### src/core/pfid_pkg.sv
/*
  package for the partition feature identification register bank:
  offsets, field positions, frame codes and encodings.
  assumes a simple memory-mapped read/write port in front of the bank.
*/
package pfid_pkg;

  // register byte offsets within each feature-page frame
  localparam logic [11:0] ARCH_REV_OFFSET  = 12'h020;
  localparam logic [11:0] CAP_FEAT_OFFSET  = 12'h038;

  // security frames, gray order along the usual walk
  typedef enum logic [1:0]
  {
    PFID_FRAME_SECURE    = 2'h0,
    PFID_FRAME_NONSECURE = 2'h1,
    PFID_FRAME_ROOT      = 2'h3,
    PFID_FRAME_FOURTH    = 2'h2
  } pfid_frame_type;

  localparam int NUM_FRAMES = 4;

  // revision byte encodings
  localparam logic [7:0] REV_0P1 = 8'h01;
  localparam logic [7:0] REV_1P0 = 8'h10;
  localparam logic [7:0] REV_1P1 = 8'h11;

  // revision field positions
  localparam int REV_MAJOR_LSB = 4;
  localparam int REV_MINOR_LSB = 0;

  // capacity feature field positions
  localparam int CAP_SOFTLIM_BIT  = 31;
  localparam int CAP_MAXABS_BIT   = 30;
  localparam int CAP_MINPRES_BIT  = 29;
  localparam int CAP_ASSOC_BIT    = 28;
  localparam int CAP_ASSOC_WD_LSB = 8;
  localparam int CAP_MAX_WD_LSB   = 0;

  // capacity fraction bit limits
  localparam int CAP_MAX_WD_MIN = 1;
  localparam int CAP_MAX_WD_MAX = 16;

  // read data after reset
  localparam logic [31:0] RDATA_RESET = 32'h0000_0000;

endpackage

### src/core/pfid_rev_word.sv
/*
  builds the architecture revision word from a revision byte.
  assumes the byte was checked at elaboration by the parent.
*/
`timescale 1ns/100ps
module pfid_rev_word
(
  input  wire logic [7:0]  rev_byte_i,
  output logic      [31:0] word_o
);

  // upper bits reserved, read zero
  assign word_o = {24'h00_0000, rev_byte_i[7:4], rev_byte_i[3:0]}; // see RULE_16 see RULE_18

endmodule

### src/core/pfid_cap_word.sv
/*
  builds one cache capacity feature word from its loose fields.
  assumes fields come from the selected resource instance.
*/
`timescale 1ns/100ps
module pfid_cap_word
(
  input  wire logic       softlim_i,
  input  wire logic       max_absent_i,
  input  wire logic       min_present_i,
  input  wire logic       assoc_present_i,
  input  wire logic [4:0] assoc_wd_i,
  input  wire logic [5:0] max_wd_i,
  output logic      [31:0] word_o
);

  assign word_o = {softlim_i,           // see RULE_09
                   max_absent_i,        // see RULE_10
                   min_present_i,       // see RULE_11
                   assoc_present_i,     // see RULE_12
                   15'h0000,            // see RULE_18
                   assoc_wd_i,          // see RULE_13
                   2'h0,                // see RULE_18
                   max_wd_i};           // see RULE_14

endmodule

### src/core/pfid_regs.sv
/*
  read-only feature identification registers, one copy per security frame.
  holds the revision word, shared by all frames, and one cache capacity
  feature word per frame, built from that frame's own field slice.
  assumes a single-cycle register port from the host component:
  frame code, byte offset, read and write strobes; data answers next cycle.
  frame codes: 0 secure, 1 nonsecure, 3 root, 2 fourth space.
  resource instance fields arrive as per-instance vectors,
  indexed by frame code times instance count plus instance.
  assumes the field inputs are static straps with fraction counts in range.
*/
// Function
// RULE_01 - revision register readable in all four frames
// RULE_02 - revision contents identical in every frame
// RULE_03 - revision register at offset 0x20, read-only
// RULE_04 - root and fourth frames read-only when present
// RULE_05 - separate readable capacity register per frame
// RULE_06 - capacity copies may differ between frames
// RULE_07 - capacity register at offset 0x38, read-only
// RULE_08 - capacity register reads zero unless present
// RULE_09 - bit 31 soft limit select present
// RULE_10 - bit 30 capacity maximum control absent
// RULE_11 - bit 29 capacity minimum control present
// RULE_12 - bit 28 associativity maximum control present
// RULE_13 - bits 12:8 associativity fraction bit count
// RULE_14 - bits 5:0 capacity fraction bits 1..16
// RULE_15 - instance fields follow selected resource instance
// RULE_16 - major bits 7:4, minor bits 3:0
// RULE_17 - revision byte only 0x01, 0x10, 0x11
// RULE_18 - reserved bits read zero
// RULE_19 - writes ignored, values unchanged
`timescale 1ns/100ps
module pfid_regs
#(
  parameter logic [7:0] REV_BYTE      = pfid_pkg::REV_1P1,
  parameter int         NUM_INST      = 1,
  parameter int         INST_W        = 1,
  parameter bit         BASE_REVISION = 1'b0
)
(
  input  wire logic                      clk_i,
  input  wire logic                      rst_n_i,

  // register port
  input  wire logic [1:0]                frame_i,
  input  wire logic [11:0]               addr_i,
  input  wire logic                      rd_i,
  input  wire logic                      wr_i,
  input  wire logic [31:0]               wdata_i,

  // configuration straps
  input  wire logic                      capacity_partitioning_present_i,
  input  wire logic                      fourth_space_feature_i,
  input  wire logic                      instance_selector_supported_i,
  input  wire logic [INST_W-1:0]         resource_instance_select_i,

  // per-instance capacity fields
  input  wire logic [4*NUM_INST-1:0]     capacity_softlimit_present_i,
  input  wire logic [4*NUM_INST-1:0]     capacity_max_absent_i,
  input  wire logic [4*NUM_INST-1:0]     capacity_min_present_i,
  input  wire logic [4*NUM_INST-1:0]     associativity_max_present_i,
  input  wire logic [4*NUM_INST*5-1:0]   associativity_fraction_bits_i,
  input  wire logic [4*NUM_INST*6-1:0]   capacity_fraction_bits_i,

  // registered answer
  output logic      [31:0]               rdata_o,
  output logic                           rvalid_o
);

  //////////////////////////////////////////////////////////////////////////////
  // elaboration checks

  // settings the decode cannot serve are refused here
  if (!(REV_BYTE == pfid_pkg::REV_0P1 ||
        REV_BYTE == pfid_pkg::REV_1P0 ||
        REV_BYTE == pfid_pkg::REV_1P1)) // see RULE_17
  begin : g_bad_rev
    $error("unsupported revision byte");
  end

  if (NUM_INST < 1)
  begin : g_no_inst
    $error("at least one resource instance is needed");
  end

  if (INST_W < 1 || INST_W > 16)
  begin : g_bad_sel_w
    $error("instance selector width out of range");
  end

  if ((1 << INST_W) < NUM_INST)
  begin : g_sel_narrow
    $error("instance selector too narrow");
  end

  // the frame decode below has exactly four arms
  if (pfid_pkg::NUM_FRAMES != 4)
  begin : g_frame_cnt
    $error("frame count must be four");
  end

  // offsets must be word aligned and distinct
  if ((pfid_pkg::ARCH_REV_OFFSET & 12'h003) != 12'h000 ||
      (pfid_pkg::CAP_FEAT_OFFSET & 12'h003) != 12'h000 ||
      pfid_pkg::ARCH_REV_OFFSET == pfid_pkg::CAP_FEAT_OFFSET)
  begin : g_bad_offs
    $error("register offsets clash or are unaligned");
  end

  //////////////////////////////////////////////////////////////////////////////
  // revision word, one builder shared by all frames

  logic [31:0] rev_word;

  pfid_rev_word u_rev
  (
    .rev_byte_i (REV_BYTE),
    .word_o     (rev_word)
  );

  //////////////////////////////////////////////////////////////////////////////
  // instance select: fixed to zero when the selector is not supported

  logic [INST_W-1:0] inst_sel;
  logic [1:0]        frm;
  logic              ext_fields;
  logic              sel_in_range;

  // selector beyond range falls back to instance zero
  assign sel_in_range = (32'(resource_instance_select_i) < 32'(NUM_INST));

  always_comb
  begin
    inst_sel = '0;
    if (instance_selector_supported_i && sel_in_range)
    begin
      inst_sel = resource_instance_select_i; // see RULE_15
    end
  end
  assign frm = frame_i;
  // extension fields exist only beyond the base revision
  assign ext_fields = !BASE_REVISION && (REV_BYTE != pfid_pkg::REV_1P0);

  //////////////////////////////////////////////////////////////////////////////
  // capacity words, one per frame, each from its own field slice

  logic [31:0] cap_word [pfid_pkg::NUM_FRAMES];

  genvar g;
  generate
    for (g = 0; g < pfid_pkg::NUM_FRAMES; g++)
    begin : g_frame
      logic [31:0] idx;
      logic        softlim_sel;
      logic        max_absent_sel;
      logic        min_present_sel;
      logic        assoc_present_sel;
      logic [4:0]  assoc_wd_sel;
      logic [5:0]  max_wd_sel;

      assign idx = 32'(g) * 32'(NUM_INST) + 32'(inst_sel);

      // base revision reports none of the extension fields
      assign softlim_sel       = ext_fields & capacity_softlimit_present_i[idx];
      assign max_absent_sel    = ext_fields & capacity_max_absent_i[idx];
      assign min_present_sel   = ext_fields & capacity_min_present_i[idx];
      assign assoc_present_sel = ext_fields & associativity_max_present_i[idx];
      assign assoc_wd_sel      = ext_fields ? associativity_fraction_bits_i[idx*5 +: 5] : 5'h00;
      // fraction count is reported on every revision
      assign max_wd_sel        = capacity_fraction_bits_i[idx*6 +: 6];

      // each frame owns its copy, contents may differ; see RULE_05 see RULE_06
      pfid_cap_word u_cap
      (
        .softlim_i       (softlim_sel),
        .max_absent_i    (max_absent_sel),
        .min_present_i   (min_present_sel),
        .assoc_present_i (assoc_present_sel),
        .assoc_wd_i      (assoc_wd_sel),
        .max_wd_i        (max_wd_sel),
        .word_o          (cap_word[g])
      );
    end
  endgenerate

  //////////////////////////////////////////////////////////////////////////////
  // read decode

  logic        frame_ok;
  logic        rev_hit;
  logic        cap_hit;
  logic [31:0] cap_sel;
  logic [31:0] rdata_nxt;

  // root and fourth frames read zero unless that feature exists
  always_comb
  begin
    frame_ok = 1'b0;
    unique case (pfid_pkg::pfid_frame_type'(frm))
      pfid_pkg::PFID_FRAME_SECURE:
      begin
        frame_ok = 1'b1;
      end
      pfid_pkg::PFID_FRAME_NONSECURE:
      begin
        frame_ok = 1'b1;
      end
      pfid_pkg::PFID_FRAME_ROOT:
      begin
        frame_ok = fourth_space_feature_i; // see RULE_04
      end
      pfid_pkg::PFID_FRAME_FOURTH:
      begin
        frame_ok = fourth_space_feature_i; // see RULE_04
      end
    endcase
  end

  //////////////////////////////////////////////////////////////////////////////
  // offset decode

  // exact match only; any other offset in the frame reads zero
  assign rev_hit = (addr_i == pfid_pkg::ARCH_REV_OFFSET); // see RULE_03
  assign cap_hit = (addr_i == pfid_pkg::CAP_FEAT_OFFSET) &&
                   capacity_partitioning_present_i; // see RULE_07 see RULE_08

  //////////////////////////////////////////////////////////////////////////////
  // capacity copy select

  // frame code picks its own copy, never a shared one
  always_comb
  begin
    cap_sel = cap_word[pfid_pkg::PFID_FRAME_SECURE];
    unique case (pfid_pkg::pfid_frame_type'(frm))
      pfid_pkg::PFID_FRAME_SECURE:
      begin
        cap_sel = cap_word[pfid_pkg::PFID_FRAME_SECURE];
      end
      pfid_pkg::PFID_FRAME_NONSECURE:
      begin
        cap_sel = cap_word[pfid_pkg::PFID_FRAME_NONSECURE];
      end
      pfid_pkg::PFID_FRAME_ROOT:
      begin
        cap_sel = cap_word[pfid_pkg::PFID_FRAME_ROOT];
      end
      pfid_pkg::PFID_FRAME_FOURTH:
      begin
        cap_sel = cap_word[pfid_pkg::PFID_FRAME_FOURTH];
      end
    endcase
  end

  //////////////////////////////////////////////////////////////////////////////
  // read data

  always_comb
  begin
    rdata_nxt = pfid_pkg::RDATA_RESET;
    if (rd_i && frame_ok)
    begin
      if (rev_hit)
      begin
        rdata_nxt = rev_word; // see RULE_01 see RULE_02
      end
      else if (cap_hit)
      begin
        rdata_nxt = cap_sel;
      end
    end
  end

  //////////////////////////////////////////////////////////////////////////////
  // answer registers; writes have no path into state

  logic [31:0] rdata_r;
  logic        rvalid_r;

  always_ff @(posedge clk_i or negedge rst_n_i)
  begin
    if (!rst_n_i)
    begin
      rdata_r <= pfid_pkg::RDATA_RESET;
    end
    else
    begin
      rdata_r <= rdata_nxt; // see RULE_19
    end
  end

  always_ff @(posedge clk_i or negedge rst_n_i)
  begin
    if (!rst_n_i)
    begin
      rvalid_r <= 1'b0;
    end
    else
    begin
      rvalid_r <= rd_i;
    end
  end

  // write data deliberately unused: every register here is read-only
  logic unused_wr;
  assign unused_wr = wr_i ^ (^wdata_i);

  assign rdata_o  = rdata_r;
  assign rvalid_o = rvalid_r;

endmodule

### config.mk
export PLATFORM = sky130hd
export DESIGN_NAME = pfid_regs
export DESIGN_NICKNAME = d
export VERILOG_FILES = /design/src/core/pfid_pkg.sv /design/src/core/pfid_rev_word.sv /design/src/core/pfid_cap_word.sv /design/src/core/pfid_regs.sv
export SDC_FILE = /design/constraint.sdc
export NUM_CORES = 1
export LEC_CHECK = 0
export CORE_MARGIN = 2
export CORE_UTILIZATION = 30
export CTS_CLUSTER_SIZE = 8
export DETAILED_ROUTE_END_ITERATION = 7
export DONT_BUFFER_PORTS = 1
export MAX_ROUTING_LAYER = met4
export PLACE_DENSITY = 0.41
export SLEW_MARGIN = 10
export SYNTH_ARGS = -nofsm -noshare
export SYNTH_HDL_FRONTEND = slang
export SYNTH_SLANG_ARGS = --single-unit
### constraint.sdc
create_clock -name clk_i -period 0.8 [get_ports clk_i]
set_input_delay 0.12 -clock clk_i [delete_from_list [all_inputs] [get_ports clk_i]]
set_output_delay 0.12 -clock clk_i [all_outputs]
set_load 0.03 [all_outputs]
# Word-level counts from Yosys, hierarchy flattened
# Cells that the tools add are included.
# classes
n_addsub,3
multipliers,8
magnitude_cmp,5
eq_ne,5
shifts,8
mux,38
reduce_logical,6
# op_table
op,count
one-hot mux 32 bit (4 select lines),1
two-way mux 32 bit,3
indexed part select 24 x 7 -> 6 bit,2
indexed part select 20 x 7 -> 5 bit,2
binary-select mux 1 bit (select 2 bit),12
== test 12 x 6 -> 1 bit (second input constant),2
indexed part select 24 x 5 -> 6 bit,1
indexed part select 24 x 6 -> 6 bit,1
two-way mux 1 bit,21
indexed part select 20 x 5 -> 5 bit,1
indexed part select 20 x 6 -> 5 bit,1
multiplier 3 x 3 -> 6 bit (second input constant),2
multiplier 3 x 2 -> 5 bit (second input constant),2
adder 2 x 1 -> 3 bit (first input constant),2
less-than comparator 3 bit (second input constant),2
multiplier 2 x 3 -> 5 bit (second input constant),1
== test 2 bit (second input constant),2
multiplier 1 x 3 -> 4 bit (second input constant),1
multiplier 2 x 2 -> 4 bit (second input constant),1
OR reduction 2 bit,2
logical AND 1 bit,3
less-than comparator 1 x 3 -> 1 bit (second input constant),1
less-than comparator 2 x 3 -> 1 bit (second input constant),1
multiplier 1 x 2 -> 3 bit (second input constant),1
other kinds (5),5
# totals
ff_bits,33
inputBits,114
out_inout_bits,33
word_cells,75

# Depth between registers and ports, before layout
# logic_depth
word_depth,10
depth_mapped,5
ltp_nobuf,3

# Hierarchy
# Synthesis repeated with hierarchy kept, for this count alone.
# hier_totals
cells_unflattened,382
hier_area_um2,3632.2
# modules_own_cells
module,instances,cells_per_inst,area_each_um2
pfid_regs,1,217,2412.3
pfid_cap_word,4,33,244.0
pfid_rev_word,1,33,244.0

# Least setup slack after synthesis
# OpenSTA, ideal clock, no wires.
# synth_timing
path_kind,in2reg
startpoint,input frame_i[1]
endpoint,register rdata_r[10] (netlist: rdata_o[10])
setup_ps,128
arrival_ps,995
slack_ps,-323
stages,4
n_path_buf,2
cell_sequence,buf_6 > buf_12 > mux4_2 > nor3b_2
# synth_via
elab_chain_len,5
# synth_rtl
element,line,source
from (decl),pfid_regs.sv:45,"input wire logic [1:0] frame_i,"
"== test 2 bit, or another cell as far along","pfid_regs.sv:199, pfid_regs.sv:234",
one-hot mux 32 bit (4 select lines) or OR reduction 2 bit (tied branches),n/a,
two-way mux 32 bit or one-hot mux 1 bit (2 select lines) (tied branches),"pfid_regs.sv:266, pfid_regs.sv:199",
two-way mux 32 bit or logical AND 1 bit (tied branches),"pfid_regs.sv:262, pfid_regs.sv:260",
two-way mux 32 bit (*),pfid_regs.sv:260,if (rd_i && frame_ok)
named net rdata_nxt[10],pfid_regs.sv:193,logic [31:0] rdata_nxt;
to (signal assigned),pfid_regs.sv:283,rdata_r <= pfid_pkg::RDATA_RESET;
to (signal assigned),pfid_regs.sv:287,rdata_r <= rdata_nxt;
to (decl),pfid_regs.sv:276,logic [31:0] rdata_r;
# The timed path passes the listed nets; every way through them passes the cells marked *. The select of a mux whose other input is x is not followed.

# Worst setup path in the final report
# layout_timing
startpoint,register rdata_r[29] (netlist: rdata_o[29])
endpoint,output rdata_o[29]
# layout_lines
element,line,source
to (decl),pfid_regs.sv:66,"output logic [31:0] rdata_o,"
# No word-level cell between the ends.

==> metrics.csv <==
metric;value;unit
grt_first_pass_wirelength;3670;microns
htree_levels;1;
max-cap-violations;0;
ys_seq_elements;16;
critPathMaxFanout;1;
syn2layout_area_growth;8.22;%
synth_edf_count;0;
root_buffer;clkbuf_8;
dpl-instance-area;0.00115;sq mm
setup_tns;-409;ps
grt_pass1_vias;688;
grt_setup_unrepaired;yes;
cts_tree;done;
coreArea;0.00372;sq mm
grtUsageMet1;15.9;%
synthArstFlopShare;100;%
syn-cell-area;0.00117;sq mm
drc;0;
viasPerCell;4.96;
holdWs;-430;ps
rows;22;
wl_per_cell;19.7;microns
fin_ws;-30.3;ps
synth_cell_types;20;
grt_max_degree;17;
drt_wl_total;2550;microns
synth_common_cells;buf_4 (17), dfrtp_1 (16), mux4_2 (9), nor3b_2 (8), mux4_1 (6);
fmax;1200;MHz
grt_overflow;0;
powerDensity;1420;mW/mm^2
maxSlewViolCount;0;
synthTopCellsByArea;dfrtp_1 (34%), mux4_2 (17%), mux4_1 (13%);
leakagePower;0.000470;uW
required;680;ps
fin_area;0.00127;sq mm
cts_setup_buffers;0;
grt_antenna_before_repair;0;
period_share;104;%
dp_hpwl;2210;microns
die_y;66.5;microns
drtIter0Drc;24;
synth-seq-area-share;34.2;%
clk_pin_slew;60;ps
clockBufferDepth;2;
port_buffers;0;
cts_made_buffers;3;
final_nets;196;
setup_viol;16;
crit_path_end_kind;primary output;
yosys_warnings;0;
dieArea;0.00442;sq mm
initial_core_util;31.5;%
postLayoutCoreUtil;34.1;%
gr-usage-met3;3.72;%
detail-route-antenna-nets;0;
grtUsageTotal;11.8;%
avgSynthCellArea;14.7;sq um
synth_cells;80;
ir_drop;369;uV
gp_congestion;0.775;
yosysTopAreaCell;dfrtp_1;
drive_gt1_share;56.8;%
synth_top_area_share;34.2;%
io_pins;147;
ys.flop_type;dfrtp_1;
die-width;66.5;microns
via_count;640;
synth_most_common_cell;buf_4;
first_pass_iters;4;
worstSetupStartpointType;flip-flop;
status;finished, violations left;
finalHoldViolations;16;
clock-sinks;16;
failed_checks;negative hold slack, negative setup slack;
grt-busiest-layer;met2;
cts_hold_buf;1;
min_path_type;primary input to asynchronous set/reset pin;
worstSetupPathType;flip-flop to primary output;
cp.arrival;710;ps
post-route-min-period;830;ps
use_met2;16.8;%
num_antenna_cells;0;
-- sequential cells by signal, summed over array words and instances, names as in the netlist --
name	count
rdata_o	15
rvalid_o	1
-- cells by family (layout without fill, tap and decap cells) --
family / after synthesis / count (layout) / synth area share (%)
buf+inv: 24 / 9 / 16.1
other cells: 1 / 17 / 0.320
simple gates: 21 / 21 / 16.3
mux: 15 / 15 / 30.7
compound gates: 3 / 3 / 2.35
flops: 16 / 16 / 34.2
-- what timing repair did --
item | CTS | global route
cloned | 0 | 0
gates resized for setup | 20 | 1
endpoints found under the hold margin | 17 | 16
pin swaps | 1 | 0
setup endpoints to repair | 22 | 17
-- stage by stage --
| step | hold slack [ps] | total power [uW] | worst slack [ps] | std cells |
|---|---|---|---|---|
| floorplan | -176 | 1210 | -300 | 96 |
| global placement | -175 | 1140 | -231 | 124 |
| detailed placement | -175 | 1130 | -337 | 124 |
| CTS | -438 | 1820 | -39.4 | 129 |
| global route | -449 | 1880 | -53.7 | 129 |
| finish | -430 | 1800 | -30.3 | 129 |
-- report_power, final --
group / internal (uW) / total [uW] / switching, uW
Clock: 435 / 672 / 237
Sequential: 813 / 819 / 6.29
Combinational: 158 / 306 / 149
Total: 1410 / 1800 / 392
-- final cells by class --
cell class / count / area (sq um)
fillers: 368 / 2450
clock buffers: 4 / 55.1
well taps: 48 / 60.1
inverters: 1 / 3.75
repair buffers: 4 / 57.6
multi-input cells: 56 / 672
flip-flops and latches: 16 / 420
-- path summary, 6_finish.rpt --
check	startpoint	to	slack, ps	cells past startpoint
max in group asynchronous	rst_n_i	rdata_o[2]	1150	0
worst min-delay path	rst_n_i	rdata_o[5]	-430	0
min in group clk_i	addr_i[3]	rdata_o[0]	70	2
worst max-delay path	rdata_o[29]	rdata_o[29]	-30	0
-- placed cells by master, fill, tap and decap left out, types with 2 or more instances in the layout --
master / instances
conb_1: 17
dfrtp_2: 16
nor3b_2: 12
mux4_2: 9
mux4_1: 6
clkbuf_8: 4
a31oi_1: 2
nor2_1: 2
buf_12: 2
-- layer usage --
metal  part of all wire (%)  wire length (microns)
met3                     11                    274
met5                      0                      0
met1                     38                    976
met2                     50                   1280
met4                   0.59                     15
(Power assumes the default switching activity.)
